## config.mk

```make
export PLATFORM = sky130hd
export DESIGN_NAME = alupc_core
export DESIGN_NICKNAME = d
export VERILOG_FILES = /design/src/design/alupc_pkg.sv /design/src/design/alupc_core.sv /design/src/design/alupc_stack_ram.sv
export SDC_FILE = /design/constraint.sdc
export NUM_CORES = 2
export LEC_CHECK = 0
export ABC_AREA = 1
export CORE_ASPECT_RATIO = 0.9
export CORE_MARGIN = 2
export CORE_UTILIZATION = 58
export DETAILED_ROUTE_END_ITERATION = 16
export DONT_BUFFER_PORTS = 1
export PLACE_DENSITY = 0.86
export SETUP_SLACK_MARGIN = 0.4
export SYNTH_ARGS = -nofsm -noshare
export SYNTH_HDL_FRONTEND = slang
export SYNTH_SLANG_ARGS = --single-unit
```

## constraint.sdc

```tcl
create_clock -name i_core_clk -period 7.23 [get_ports i_core_clk]
set_input_delay 0.723 -clock i_core_clk [delete_from_list [all_inputs] [get_ports i_core_clk]]
set_output_delay 0.723 -clock i_core_clk [all_outputs]
set_load 0.02 [all_outputs]
```

## src/design/alupc_pkg.sv

```systemverilog
// constants, types and arithmetic helpers of the alu and pc flow unit
//
// Notes on behaviour
// - sum_two_regs adds src_reg into dest_reg; sum_with_carry adds carry too.
// - word_imm_sum adds imm_const to the register pair in two cycles.
// - word_imm_minus subtracts imm_const from the register pair, two cycles.
// - minus_reg subtracts src_reg; minus_reg_borrow also subtracts carry.
// - minus_const subtracts imm_const; minus_const_borrow also subtracts carry.
// - mask_regs and mask_const AND into dest_reg; only zero, negative, overflow.
// - merge ops OR, xor_regs XORs into dest_reg; zero, negative, overflow.
// - set_mask_bits ORs the mask into dest_reg in one cycle.
// - clear_mask_bits ANDs dest_reg with FF minus the mask.
// - single-operand ops take one cycle; all_ones_reg leaves flags alone.
// - rel_jump goes to pc plus offset plus one, ptr_jump to Z; two cycles.
// - calls take three cycles, sub_exit and irq_exit four, popping pc.
package alupc_pkg;
   localparam int DW = 8;
   localparam int PCW = 16;
   localparam int OFFW = 12;
   localparam int SPW = 7;
   localparam int CNTW = 3;
   // status flag bit positions
   localparam int FL_C = 0;
   localparam int FL_Z = 1;
   localparam int FL_N = 2;
   localparam int FL_V = 3;
   localparam int FL_S = 4;
   localparam int FL_H = 5;
   localparam int FL_I = 7;
   // flag update masks per operation class
   localparam logic [7:0] MSK_ZCNVH = 8'h2F;
   localparam logic [7:0] MSK_ZCNVS = 8'h1F;
   localparam logic [7:0] MSK_ZCNV = 8'h0F;
   localparam logic [7:0] MSK_ZNV = 8'h0E;
   localparam logic [7:0] MSK_NONE = 8'h00;
   localparam logic [7:0] MSK_IEN = 8'h80;
   localparam logic [7:0] ALL_ONES = 8'hFF;
   localparam logic [7:0] ZERO8 = 8'h00;
   localparam logic [7:0] ONE8 = 8'h01;
   // reset values and step constants
   localparam logic [7:0] FLAGS_RST = 8'h00;
   localparam logic [15:0] PC_RST = 16'h0000;
   localparam logic [15:0] PC_STEP = 16'h0001;
   localparam logic [6:0] SP_RST = 7'h7F;
   localparam logic [6:0] SP_ONE = 7'h01;
   localparam logic [6:0] SP_TWO = 7'h02;
   // cycle counts
   localparam logic [2:0] CYC_ONE = 3'h1;
   localparam logic [2:0] CYC_WORD = 3'h2;
   localparam logic [2:0] CYC_JUMP = 3'h2;
   localparam logic [2:0] CYC_CALL = 3'h3;
   localparam logic [2:0] CYC_RET = 3'h4;
   // avalon register indices on address bits 3:2, then byte offsets
   localparam logic [1:0] REG_FLAGS = 2'h0;
   localparam logic [1:0] REG_PC = 2'h1;
   localparam logic [1:0] REG_SP = 2'h2;
   localparam logic [1:0] REG_STAT = 2'h3;
   localparam logic [3:0] OFS_FLAGS = 4'h0;
   localparam logic [3:0] OFS_PC = 4'h4;
   localparam logic [3:0] OFS_SP = 4'h8;
   localparam logic [3:0] OFS_STAT = 4'hC;
   localparam int STAT_BUSY = 0;

   typedef enum logic [4:0] {
      OP_SUM_TWO_REGS = 5'h00, OP_SUM_WITH_CARRY = 5'h01,
      OP_WORD_IMM_SUM = 5'h02, OP_MINUS_REG = 5'h03,
      OP_MINUS_CONST = 5'h04, OP_WORD_IMM_MINUS = 5'h05,
      OP_MINUS_REG_BORROW = 5'h06, OP_MINUS_CONST_BORROW = 5'h07,
      OP_MASK_REGS = 5'h08, OP_MASK_CONST = 5'h09,
      OP_MERGE_REGS = 5'h0A, OP_MERGE_CONST = 5'h0B,
      OP_XOR_REGS = 5'h0C, OP_INVERT_REG = 5'h0D,
      OP_TWOS_FLIP_REG = 5'h0E, OP_SET_MASK_BITS = 5'h0F,
      OP_CLEAR_MASK_BITS = 5'h10, OP_PLUS_ONE = 5'h11,
      OP_MINUS_ONE = 5'h12, OP_PROBE_REG = 5'h13,
      OP_ZERO_REG = 5'h14, OP_ALL_ONES_REG = 5'h15,
      OP_REL_JUMP = 5'h16, OP_PTR_JUMP = 5'h17,
      OP_REL_SUB_CALL = 5'h18, OP_PTR_SUB_CALL = 5'h19,
      OP_SUB_EXIT = 5'h1A, OP_IRQ_EXIT = 5'h1B
   } alupc_op_e;

   typedef enum logic [1:0] {
      ST_IDLE = 2'b01,
      ST_BUSY = 2'b10
   } alupc_state_e;

   // result packed as {half, carry, overflow, value}
   function automatic logic [10:0] alupc_add8(input logic [7:0] a,
         input logic [7:0] b, input logic cin);
      logic [8:0] s;
      logic [4:0] l;
      s = {1'b0, a} + {1'b0, b} + {8'h00, cin};
      l = {1'b0, a[3:0]} + {1'b0, b[3:0]} + {4'h0, cin};
      return {l[4], s[8], (a[7] == b[7]) && (s[7] != a[7]), s[7:0]};
   endfunction

   // carry and half here mean borrow out of bit 7 and bit 3
   function automatic logic [10:0] alupc_sub8(input logic [7:0] a,
         input logic [7:0] b, input logic cin);
      logic [8:0] s;
      logic [4:0] l;
      s = {1'b0, a} - {1'b0, b} - {8'h00, cin};
      l = {1'b0, a[3:0]} - {1'b0, b[3:0]} - {4'h0, cin};
      return {l[4], s[8], (a[7] != b[7]) && (s[7] != a[7]), s[7:0]};
   endfunction
endpackage

```

## src/design/alupc_core.sv

```systemverilog
// alu datapath, flags and program counter flow with avalon register access
`timescale 1ns/1ps
`default_nettype none
module alupc_core (
   input wire logic i_core_clk,
   input wire logic i_nrst,
   input wire logic i_op_valid,
   input wire alupc_pkg::alupc_op_e i_op,
   input wire logic [alupc_pkg::DW-1:0] i_dst_val,
   input wire logic [alupc_pkg::DW-1:0] i_src_val,
   input wire logic [alupc_pkg::DW-1:0] i_hi_val,
   input wire logic [alupc_pkg::DW-1:0] i_imm,
   input wire logic [alupc_pkg::OFFW-1:0] i_rel_offset,
   input wire logic [alupc_pkg::PCW-1:0] i_z_ptr,
   output logic o_busy,
   output logic o_done,
   output logic o_wr_en,
   output logic o_wr_hi_en,
   output logic [alupc_pkg::DW-1:0] o_wr_data,
   output logic [alupc_pkg::DW-1:0] o_wr_hi_data,
   output logic [alupc_pkg::DW-1:0] o_flags,
   output logic [alupc_pkg::PCW-1:0] o_pc,
   input wire logic [3:0] i_avs_address,
   input wire logic i_avs_read,
   input wire logic i_avs_write,
   input wire logic [31:0] i_avs_writedata,
   input wire logic [3:0] i_avs_byteenable,
   output logic [31:0] o_avs_readdata,
   output logic o_avs_waitrequest
);
   import alupc_pkg::*;

   alupc_state_e state;
   logic [CNTW-1:0] cnt;
   logic [SPW-1:0] sp;
   alupc_op_e cur_op;
   logic [7:0] pend_flags;
   logic [15:0] pend_pc;
   logic [15:0] pend_ret;
   logic pend_wr;
   logic pend_wr_hi;
   logic [7:0] ret_hi;
   logic [7:0] ret_lo;
   logic [7:0] rd_data;
   logic av_ack;

   logic [10:0] ar;
   logic c_arith;
   logic c_word;
   logic [7:0] c_res;
   logic [7:0] c_hi;
   logic c_c;
   logic c_v;
   logic c_h;
   logic [7:0] c_mask;
   logic c_wr;
   logic c_wr_hi;
   logic [CNTW-1:0] c_cyc;
   logic [15:0] c_target;

   ////////////////////////////////////////////////////////////////////////
   // handshake and sequencing terms
   wire logic av_req = i_avs_read | i_avs_write;
   wire logic av_wr_go = av_ack & i_avs_write;
   wire logic is_busy = (state == ST_BUSY);
   assign o_busy = is_busy | av_wr_go;
   wire logic take = i_op_valid & ~o_busy;
   wire logic finish = is_busy & (cnt == CYC_ONE);
   wire logic one_cyc = (c_cyc == CYC_ONE);
   wire logic take_call = take & ((i_op == OP_REL_SUB_CALL) |
                                  (i_op == OP_PTR_SUB_CALL));
   wire logic cur_call = (cur_op == OP_REL_SUB_CALL) |
                         (cur_op == OP_PTR_SUB_CALL);
   wire logic cur_ret = (cur_op == OP_SUB_EXIT) | (cur_op == OP_IRQ_EXIT);
   wire logic carry_in = o_flags[FL_C];

   ////////////////////////////////////////////////////////////////////////
   // word arithmetic on the register pair
   wire logic [15:0] pair = {i_hi_val, i_dst_val};
   wire logic [16:0] w_add = {1'b0, pair} + {9'h000, i_imm};
   wire logic [16:0] w_sub = {1'b0, pair} - {9'h000, i_imm};
   wire logic [16:0] w_res = (i_op == OP_WORD_IMM_MINUS) ? w_sub : w_add;
   // add overflows when positive turns negative, subtract the reverse
   wire logic w_v = (i_op == OP_WORD_IMM_MINUS) ?
                    (pair[15] & ~w_sub[15]) : (~pair[15] & w_add[15]);

   // program counter targets
   wire logic [15:0] rel_ext = {{(PCW-OFFW){i_rel_offset[OFFW-1]}},
                                i_rel_offset};
   wire logic [15:0] pc_next = o_pc + PC_STEP;
   wire logic [15:0] rel_target = o_pc + rel_ext + PC_STEP;

   ////////////////////////////////////////////////////////////////////////
   // operation decode: value, raw flag terms and which flags change
   always_comb begin
      ar = 11'h000;
      c_arith = 1'b0;
      c_word = 1'b0;
      c_res = i_dst_val;
      c_hi = i_hi_val;
      c_c = o_flags[FL_C];
      c_v = 1'b0;
      c_h = o_flags[FL_H];
      c_mask = MSK_ZNV;
      c_wr = 1'b1;
      c_wr_hi = 1'b0;
      c_cyc = CYC_ONE;
      c_target = pc_next;
      unique case (i_op)
         OP_SUM_TWO_REGS: begin
            ar = alupc_add8(i_dst_val, i_src_val, 1'b0);
            c_arith = 1'b1;
         end
         OP_SUM_WITH_CARRY: begin
            ar = alupc_add8(i_dst_val, i_src_val, carry_in);
            c_arith = 1'b1;
         end
         OP_WORD_IMM_SUM, OP_WORD_IMM_MINUS: begin
            c_word = 1'b1;
            c_res = w_res[7:0];
            c_hi = w_res[15:8];
            c_c = w_res[16];
            c_v = w_v;
            c_mask = MSK_ZCNVS;
            c_wr_hi = 1'b1;
            c_cyc = CYC_WORD;
         end
         OP_MINUS_REG: begin
            ar = alupc_sub8(i_dst_val, i_src_val, 1'b0);
            c_arith = 1'b1;
         end
         OP_MINUS_REG_BORROW: begin
            ar = alupc_sub8(i_dst_val, i_src_val, carry_in);
            c_arith = 1'b1;
         end
         OP_MINUS_CONST: begin
            ar = alupc_sub8(i_dst_val, i_imm, 1'b0);
            c_arith = 1'b1;
         end
         OP_MINUS_CONST_BORROW: begin
            ar = alupc_sub8(i_dst_val, i_imm, carry_in);
            c_arith = 1'b1;
         end
         OP_MASK_REGS: c_res = i_dst_val & i_src_val;
         OP_MASK_CONST: c_res = i_dst_val & i_imm;
         OP_MERGE_REGS: c_res = i_dst_val | i_src_val;
         OP_MERGE_CONST: c_res = i_dst_val | i_imm;
         OP_XOR_REGS: c_res = i_dst_val ^ i_src_val;
         OP_SET_MASK_BITS: c_res = i_dst_val | i_imm;
         OP_CLEAR_MASK_BITS: c_res = i_dst_val & (ALL_ONES - i_imm);
         OP_INVERT_REG: begin
            c_res = ALL_ONES - i_dst_val;
            c_c = 1'b1;
            c_mask = MSK_ZCNV;
         end
         OP_TWOS_FLIP_REG: begin
            ar = alupc_sub8(ZERO8, i_dst_val, 1'b0);
            c_arith = 1'b1;
         end
         OP_PLUS_ONE: begin
            ar = alupc_add8(i_dst_val, ONE8, 1'b0);
            c_res = ar[7:0];
            c_v = ar[8];
         end
         OP_MINUS_ONE: begin
            ar = alupc_sub8(i_dst_val, ONE8, 1'b0);
            c_res = ar[7:0];
            c_v = ar[8];
         end
         OP_PROBE_REG: c_res = i_dst_val & i_dst_val;
         OP_ZERO_REG: c_res = i_dst_val ^ i_dst_val;
         OP_ALL_ONES_REG: begin
            c_res = ALL_ONES;
            c_mask = MSK_NONE;
         end
         OP_REL_JUMP, OP_REL_SUB_CALL: begin
            c_target = rel_target;
            c_mask = MSK_NONE;
            c_wr = 1'b0;
            c_cyc = (i_op == OP_REL_JUMP) ? CYC_JUMP : CYC_CALL;
         end
         OP_PTR_JUMP, OP_PTR_SUB_CALL: begin
            c_target = i_z_ptr;
            c_mask = MSK_NONE;
            c_wr = 1'b0;
            c_cyc = (i_op == OP_PTR_JUMP) ? CYC_JUMP : CYC_CALL;
         end
         OP_SUB_EXIT: begin
            c_mask = MSK_NONE;
            c_wr = 1'b0;
            c_cyc = CYC_RET;
         end
         OP_IRQ_EXIT: begin
            c_mask = MSK_IEN;
            c_wr = 1'b0;
            c_cyc = CYC_RET;
         end
         default: begin
            // unassigned codes only step the pc
            c_mask = MSK_NONE;
            c_wr = 1'b0;
         end
      endcase
      if (c_arith) begin
         c_res = ar[7:0];
         c_c = ar[9];
         c_v = ar[8];
         c_h = ar[10];
         c_mask = MSK_ZCNVH;
      end
   end

   ////////////////////////////////////////////////////////////////////////
   // flag candidates, merged under the mask
   wire logic f_z = c_word ? ({c_hi, c_res} == 16'h0000) :
                             (c_res == ZERO8);
   wire logic f_n = c_word ? c_hi[7] : c_res[7];
   wire logic [7:0] f_cand = {1'b1, o_flags[6], c_h, f_n ^ c_v, c_v,
                              f_n, f_z, c_c};
   wire logic [7:0] next_flags = (o_flags & ~c_mask) | (f_cand & c_mask);

   // stack port: push low then high, pop high then low
   wire logic st_we = take_call | (is_busy & cur_call & (cnt == CYC_WORD));
   wire logic [SPW-1:0] st_waddr = is_busy ? (sp - SP_ONE) : sp;
   wire logic [7:0] st_wdata = is_busy ? pend_ret[15:8] : pc_next[7:0];
   wire logic [SPW-1:0] st_raddr = is_busy ? (sp + SP_TWO) : (sp + SP_ONE);

   alupc_stack_ram u_stack (
      .i_core_clk(i_core_clk),
      .i_nrst(i_nrst),
      .i_wr_en(st_we),
      .i_wr_addr(st_waddr),
      .i_wr_data(st_wdata),
      .i_rd_addr(st_raddr),
      .o_rd_data(rd_data)
   );

   ////////////////////////////////////////////////////////////////////////
   // sequencer: multi-cycle ops count down to their finish edge
   always_ff @(posedge i_core_clk or negedge i_nrst) begin
      if (!i_nrst) begin
         state <= ST_IDLE;
         cnt <= CYC_ONE;
      end else if (take && !one_cyc) begin
         state <= ST_BUSY;
         cnt <= c_cyc - CYC_ONE;
      end else if (finish) begin
         state <= ST_IDLE;
      end else if (is_busy) begin
         cnt <= cnt - CYC_ONE;
      end
   end

   // operation context held while busy
   always_ff @(posedge i_core_clk or negedge i_nrst) begin
      if (!i_nrst) begin
         cur_op <= OP_SUM_TWO_REGS;
         pend_flags <= FLAGS_RST;
         pend_pc <= PC_RST;
         pend_ret <= PC_RST;
         pend_wr <= 1'b0;
         pend_wr_hi <= 1'b0;
      end else if (take) begin
         cur_op <= i_op;
         pend_flags <= next_flags;
         pend_pc <= c_target;
         pend_ret <= pc_next;
         pend_wr <= c_wr;
         pend_wr_hi <= c_wr_hi;
      end
   end

   // popped return address bytes
   always_ff @(posedge i_core_clk or negedge i_nrst) begin
      if (!i_nrst) begin
         ret_hi <= ZERO8;
         ret_lo <= ZERO8;
      end else if (is_busy && cur_ret) begin
         if (cnt == CYC_CALL) ret_hi <= rd_data;
         if (cnt == CYC_WORD) ret_lo <= rd_data;
      end
   end

   // result data is presented at take; the strobes mark completion
   always_ff @(posedge i_core_clk or negedge i_nrst) begin
      if (!i_nrst) begin
         o_wr_data <= ZERO8;
         o_wr_hi_data <= ZERO8;
         o_wr_en <= 1'b0;
         o_wr_hi_en <= 1'b0;
         o_done <= 1'b0;
      end else begin
         if (take) o_wr_data <= c_res;
         if (take) o_wr_hi_data <= c_hi;
         o_wr_en <= (take & one_cyc & c_wr) | (finish & pend_wr);
         o_wr_hi_en <= finish & pend_wr_hi;
         o_done <= (take & one_cyc) | finish;
      end
   end

   ////////////////////////////////////////////////////////////////////////
   // architectural state: bus writes only land while idle
   wire logic wr_flags = av_wr_go & (i_avs_address[3:2] == REG_FLAGS);
   wire logic wr_pc = av_wr_go & (i_avs_address[3:2] == REG_PC);
   wire logic wr_sp = av_wr_go & (i_avs_address[3:2] == REG_SP);

   always_ff @(posedge i_core_clk or negedge i_nrst) begin
      if (!i_nrst) begin
         o_flags <= FLAGS_RST;
      end else if (wr_flags && i_avs_byteenable[0]) begin
         o_flags <= i_avs_writedata[7:0];
      end else if (take && one_cyc) begin
         o_flags <= next_flags;
      end else if (finish) begin
         o_flags <= pend_flags;
      end
   end

   always_ff @(posedge i_core_clk or negedge i_nrst) begin
      if (!i_nrst) begin
         o_pc <= PC_RST;
      end else if (wr_pc) begin
         if (i_avs_byteenable[0]) o_pc[7:0] <= i_avs_writedata[7:0];
         if (i_avs_byteenable[1]) o_pc[15:8] <= i_avs_writedata[15:8];
      end else if (take && one_cyc) begin
         o_pc <= c_target;
      end else if (finish) begin
         o_pc <= cur_ret ? {ret_hi, ret_lo} : pend_pc;
      end
   end

   always_ff @(posedge i_core_clk or negedge i_nrst) begin
      if (!i_nrst) begin
         sp <= SP_RST;
      end else if (wr_sp && i_avs_byteenable[0]) begin
         sp <= i_avs_writedata[SPW-1:0];
      end else if (finish && cur_call) begin
         sp <= sp - SP_TWO;
      end else if (finish && cur_ret) begin
         sp <= sp + SP_TWO;
      end
   end

   ////////////////////////////////////////////////////////////////////////
   // avalon slave: one wait state, and none accepted while an op runs
   assign o_avs_waitrequest = av_req & ~av_ack;
   wire logic av_ack_go = av_req & ~av_ack & ~is_busy & ~i_op_valid;
   wire logic [31:0] rd_mux =
      (i_avs_address[3:2] == REG_FLAGS) ? {24'h000000, o_flags} :
      (i_avs_address[3:2] == REG_PC) ? {16'h0000, o_pc} :
      (i_avs_address[3:2] == REG_SP) ? {25'h0000000, sp} :
      {31'h00000000, is_busy};

   always_ff @(posedge i_core_clk or negedge i_nrst) begin
      if (!i_nrst) begin
         av_ack <= 1'b0;
         o_avs_readdata <= 32'h00000000;
      end else begin
         av_ack <= av_ack_go;
         if (av_ack_go && i_avs_read) o_avs_readdata <= rd_mux;
      end
   end
endmodule
`default_nettype wire

```

## src/design/alupc_stack_ram.sv

```systemverilog
// return-address stack memory with registered read data
`timescale 1ns/1ps
`default_nettype none
module alupc_stack_ram (
   input wire logic i_core_clk,
   input wire logic i_nrst,
   input wire logic i_wr_en,
   input wire logic [alupc_pkg::SPW-1:0] i_wr_addr,
   input wire logic [alupc_pkg::DW-1:0] i_wr_data,
   input wire logic [alupc_pkg::SPW-1:0] i_rd_addr,
   output logic [alupc_pkg::DW-1:0] o_rd_data
);
   import alupc_pkg::*;

   logic [DW-1:0] mem [0:(1<<SPW)-1];

   // array carries no reset, contents are undefined until pushed
   always_ff @(posedge i_core_clk) begin
      if (i_wr_en) begin
         mem[i_wr_addr] <= i_wr_data;
      end
   end

   // one-cycle read latency
   always_ff @(posedge i_core_clk or negedge i_nrst) begin
      if (!i_nrst) begin
         o_rd_data <= ZERO8;
      end else begin
         o_rd_data <= mem[i_rd_addr];
      end
   end
endmodule
`default_nettype wire

```

======== Word-level counts from Yosys, hierarchy flattened ========
Memories as Yosys holds them, arrays and structs flattened. A register that Yosys moved wholly into a read port is not among the register bits.
Index checks and enable logic that the tools add are counted.
word-level totals
  bits in registers ....................... 151
  RAM bits ................................ 1024
  input bits .............................. 110
  logic and storage cells ................. 239
  memories kept ........................... 1
memory list
  memory       words  width  rd ports  clocked after memory_dff  wr ports  RTL line               source
  u_stack.mem  128    8      1         1                         1         alupc_stack_ram.sv:15  logic [DW-1:0] mem [0:(1<<SPW)-1];
cells by class
  add/sub/neg operators ................... 31
  equality and inequality tests ........... 52
  mux-type cells .......................... 47
  bitwise operators ....................... 46
  reduce and logical (&&, ||, !) cells .... 41
operators with widths
  cell                     number
  $pmux W8 S13             1
  $pmux W11 S9             1
  $mux W16                 6
  $eq A5 B5 Y1 const B     16
  $mux W8                  9
  $and A8 B8 Y8            6
  $mux W7                  6
  $eq A5 B4 Y1 const B     8
  $add A16 B1 Y16 const B  2
  $pmux W16 S2             1
  $pmux W8 S4              1
  $or A8 B8 Y8             3
  $reduce_or A22 Y1        1
  $eq A5 B3 Y1 const B     4
  $and A1 B1 Y1            18
  $reduce_or A18 Y1        1
  $sub A8 B8 Y9            2
  $sub A9 B1 Y9            2
  $add A16 B8 Y17          1
  $logic_and A1 B1 Y1      17
  $mux W17                 1
  $sub A16 B8 Y17          1
  $add A16 B16 Y16         1
  $logic_not A16 Y1        1
  48 further kinds         107

======== Longest topological paths before layout ========
  depth after elaboration ................. 12
  depth in mapped cells ................... 24
  gate-level depth less buffers ........... 24

======== By module ========
A second synthesis with hierarchy kept.
unflattened totals
  cells, all modules ...................... 5533
  area, all modules ....................... 54757.5 µm²
modules (own cells, without submodules)
  module           times used  cells each  area each (µm²)
  alupc_stack_ram  1           3576        42335.6
  alupc_core       1           1957        12421.9

======== Least setup slack after synthesis ========
OpenSTA, ideal clock, no wires.
  kind .................................... reg2reg
  from .................................... register state[0]
  to ...................................... memory u_stack.mem[0][2] (data pin)
  library setup time ...................... 1.198 ns
  arrival ................................. 5.961 ns
  data required time ...................... 6.032 ns
  slack ................................... 0.071 ns
  stages on the path, launching flop included .. 6
  buffers on the path ..................... 2
  clock period less this slack ............ 7.159 ns
  path through ............................ dfstp_2 nor2_4 inv_2 buf_2 buf_1 o21ai_0
between the ends
  cells in the longest elaborated chain, start to end .. 2
ends and longest elaborated chain
  what                    RTL line               source
  from (decl)             alupc_core.sv:33       alupc_state_e state;
  from (signal assigned)  alupc_core.sv:242      state <= ST_IDLE;
  from (signal assigned)  alupc_core.sv:245      state <= ST_BUSY;
  from (signal assigned)  alupc_core.sv:248      state <= ST_IDLE;
  $eq A2 B2 Y1            alupc_core.sv:65       wire logic is_busy = (state == ST_BUSY);
  $mux W8                 alupc_core.sv:225      wire logic [7:0] st_wdata = is_busy ? pend_ret[15:8] : pc_next[7:0];
  named net st_wdata[2]   alupc_core.sv:225
  to (decl)               alupc_stack_ram.sv:15
The timed path passes the listed nets, and every way through them passes these cells.

======== Final worst setup path ========
  from .................................... register state[0]
  to ...................................... register u_stack.o_rd_data[5] in the netlist's numbering (read register of u_stack.mem)
between the ends
  cells in the longest elaborated chain, start to end .. 2
ends and longest elaborated chain
  what          RTL line               source
  $eq A2 B2 Y1  alupc_core.sv:65
  $mux W7       alupc_core.sv:226      wire logic [SPW-1:0] st_raddr = is_busy ? (sp + SP_TWO) : (sp + SP_ONE);
  to (decl)     alupc_stack_ram.sv:11  output logic [alupc_pkg::DW-1:0] o_rd_data
No other way between the ends.
A chain may end at the register's enable or synchronous reset.

==> results.json <==
{
  "outcome": "complete, but fails checks",
  "violations": "hold timing",
  "synth_edf_count": 1024,
  "internal_power_uw": 15000,
  "power.density_nw_per_um2": 474,
  "path_depth": 14,
  "layout.nets": 5070,
  "die_area_um2": 93400,
  "routed-via-count": 40625,
  "start_util": 0.588,
  "grt_pass1_vias": 37636,
  "routed_via_density": 6.62,
  "ys_seq_area_frac": 0.647,
  "root_buffer": "clkbuf_16",
  "synth_cell_types": 56,
  "drt_iter0_drc": 6905,
  "crit_start": "state[0]$_DFFE_PN1P_",
  "antenna_found_initial": 5,
  "cts_buffers": 109,
  "die_height_um": 290,
  "finalWirelength_um": 149000,
  "required_ns": 7.78,
  "yosysWarnings": 0,
  "p_sw_frac": 0.449,
  "clockBufferDepth": 3,
  "cpPeakStageDelay_ns": 0.81,
  "clock.fmax_mhz": 188,
  "timing.final.crit_share": 0.736,
  "ys.flop_type": "edfxtp_1",
  "leakagePower_uw": 0.0203,
  "port_buffers": 0,
  "hp-class": "in -> async",
  "cp_max_fo": 158,
  "slew_headroom": 0.150,
  "place.gp.congestion": 1.05,
  "drv_slew": 0,
  "crit_chain": "nor2_4 > inv_2 > nand2_1 > nand2_8 > inv_8 > buf_4 > o21ai_0 > o22ai_1 > o21ai_0 > o22ai_1 > o211ai_1 > nand2_1 > nor2_1 > a31oi_1",
  "async_flop_share": 0.116,
  "post_cts_buffers": 0,
  "post_drt_wl_per_cell_um": 24.3,
  "finalPower_uw": 27100,
  "p_clk_frac": 0.211,
  "dr.pass1.iters": 7,
  "fin_util": 0.637,
  "power_frac_seq": 0.343,
  "path_clk_slew_ns": 0.07,
  "cts.sinks": 1158,
  "syn_to_final_growth_pct": 8.42,
  "fin_skew_ns": 0.0489,
  "grt_pass1_wl_um": 224000,
  "grt-ovfl-total": 0,
  "avgSynthCellArea_um2": 10.5,
  "core_um2": 89800,
  "drive_gt1_frac": 0.0569,
  "synth.area.top_cells": "edfxtp_1 58%, o21ai_0 7.6%, nor2_1 6.6%, dfrtp_1 5.9%, nand2_1 4.2%",
  "rows": 104,
  "ys_seq_elements": 1158,
  "r2r-end": "u_stack.o_rd_data[5]$_DFF_PN0_",
  "yosys.area.top_type": "edfxtp_1",
  "dpl.hpwl_um": 90500,
  "crit_family": "buffers and inverters",
  "syn-instance-count": 5006,
  "ir_worst_vdd_mv": 0.782,
  "crit_path_end": "u_stack.o_rd_data[5]$_DFF_PN0_",
  "post-place-ws_ns": 1.96,
  "cts.htree.levels": 3,
  "yosysTopAreaCellShare": 0.583,
  "cp_slowest_cell": "inv_8",
  "rsz0062_at_grt": "no",
  "setup-violations-final": 0,
  "startpoint_type": "flip-flop",
  "ant_nets": 0,
  "cap_violations": 0,
  "design_area_um2": 57200,
  "drc": 0,
  "hold_violations": 27,
  "min_period_ns": 5.32,
  "reg2reg_from": "state[0]$_DFFE_PN1P_",
  "grt_max_degree": 220,
  "io_pins": 187,
  "rrSetupSlack_ns": 1.91,
  "cp_num_buf_inv": 3,
  "cp_data_arrival_time_ns": 5.87,
  "worst_pin_slew_ns": 1.28,
  "grt_usage": 0.312,
  "die_w_um": 322,
  "post_dp_cell_area_um2": 53600,
  "r2r_cells": 14,
  "setup-tns-final_ns": 0,
  "combPwrFrac": 0.447,
  "netlist_area_um2": 52800,
  "hold_slack_ns": -0.0498,
  "insertion_delay_ns": 0.72,
  "fin_ws_ns": 1.91,
  "switching_power_uw": 12200,
  "cp-end-kind": "flip-flop",
  "crit_type": "reg -> reg",
  "cts_tree": "yes"
}
[area by class of cell]
cell class	instances	area [um2]
diodes	1	2.50
flip-flops and latches	1158	34100
multi-input cells	3306	16600
fillers	6426	32600
repair buffers	49	475
clock buffers	136	2850
clock inverters	67	723
well taps	1166	1460
inverters	255	971
[cells in the mapped netlist, types with 6 or more instances]
cell type	n
ha_1	76
o221ai_1	40
nand2_1	594
nand4_1	34
or2_2	7
buf_4	21
inv_2	13
nand3_1	130
dfrtp_1	125
a31oi_1	11
nor2_1	933
xor2_1	37
nor3_1	24
dfstp_2	9
inv_1	242
a22oi_1	11
xnor2_1	6
nor2_4	6
o22ai_1	316
edfxtp_1	1024
a21oi_1	109
buf_2	47
o21ai_0	796
clkbuf_1	227
o2111ai_1	8
o211ai_1	56
nand2_2	7
o21ai_1	23
o31ai_1	8
nor2_2	7
o21a_1	6
[logic make-up after synthesis]
kind of cell             count (synthesis)  synth area share
multiplexers                             5           0.00102
AO/OA/AOI/OAI                         1403             0.149
other                                    1         0.0000711
flip-flops                            1158             0.647
buffers and inverters                  557            0.0424
adder cells (fa/ha/maj)                 81            0.0199
AND/OR/NAND/NOR                       1758             0.134
XOR/XNOR                                43           0.00714
[worst register-to-register path, stage by stage, from the launching register on]
cell	delay (ns)
dfstp_2	0.38
nor2_4	0.48
inv_2	0.44
nand2_1	0.33
nand2_8	0.39
inv_8	0.85
buf_4	0.60
o21ai_0	0.14
o22ai_1	0.25
o21ai_0	0.14
o22ai_1	0.44
o211ai_1	0.19
nand2_1	0.15
nor2_1	0.05
a31oi_1	0.33
[per-stage QoR]
stage	hold slack, ns	std cells
4_1_cts	0.00668	6137
3_3_place_gp	0.430	5933
6_report	-0.0498	6138
2_1_floorplan	0.427	5021
3_5_place_dp	0.430	5933
5_1_grt	0.0209	6137
[how the worst min path moves through the flow]
| stage | start | to | slack [ns] | cells past startpoint |
|---|---|---|---|---|
| detailed placement | i_nrst | o_wr_data[1]$_DFFE_PN0P_ | 0.43 | 0 |
| global placement | i_nrst | o_wr_data[2]$_DFFE_PN0P_ | 0.43 | 0 |
| floorplan | i_nrst | av_ack$_DFF_PN0_ | 0.43 | 0 |
| global route | i_nrst | o_wr_hi_data[7]$_DFFE_PN0P_ | 0.02 | 1 |
| finish | i_nrst | o_wr_hi_data[7]$_DFFE_PN0P_ | -0.05 | 1 |
| CTS | i_nrst | o_wr_hi_data[7]$_DFFE_PN0P_ | 0.007 | 1 |
[state kept, by name (all words and copies together), names as in the netlist, 2 cells and up]
register / cells
u_stack.mem: 1024
o_avs_readdata: 16
o_pc: 16
pend_pc: 16
o_flags: 8
o_wr_data: 8
o_wr_hi_data: 8
pend_flags: 8
pend_ret: 8
ret_hi: 8
ret_lo: 8
u_stack.o_rd_data: 8
sp: 7
cur_op: 4
cnt: 3
state: 2
[what timing repair did]
item / 4_1_cts / 5_1_grt
hold endpoints to repair: 134 / 0
hold buffers: 1 / 0
gates resized for setup: 0 / 0
[layer usage]
metal / global-route usage / vias up / share of wire
met3: 0.0777 / 467 / 0.15
met2: 0.469 / 3195 / 0.44
met5: 0 / - / 0.00044
met1: 0.448 / 19309 / 0.37
li1: - / 17644 / -
met4: 0.104 / 10 / 0.038
[power by group through the flow]
stage | registers (uW) | clock network [uW] | logic, uW
global route | 9320 | 5970 | 12900
CTS | 9270 | 5700 | 11600
finish | 9290 | 5720 | 12100
detailed placement | 9410 | 0 | 11400
floorplan | 9430 | 0 | 7470
global placement | 9390 | 0 | 11000
[layout by cell type, fill, tap and decap left out, types with 109 or more instances in the layout]
master     Yosys  layout
clkbuf_16      0     109
nand3_1      130     129
o21ai_0      796     794
inv_1        242     240
nor2_1       933     932
a21oi_1      109     109
edfxtp_1    1024    1024
o22ai_1      316     316
nand2_1      594     588
dfrtp_1      125     125
No activity file was read; power rests on OpenSTA's default activity.
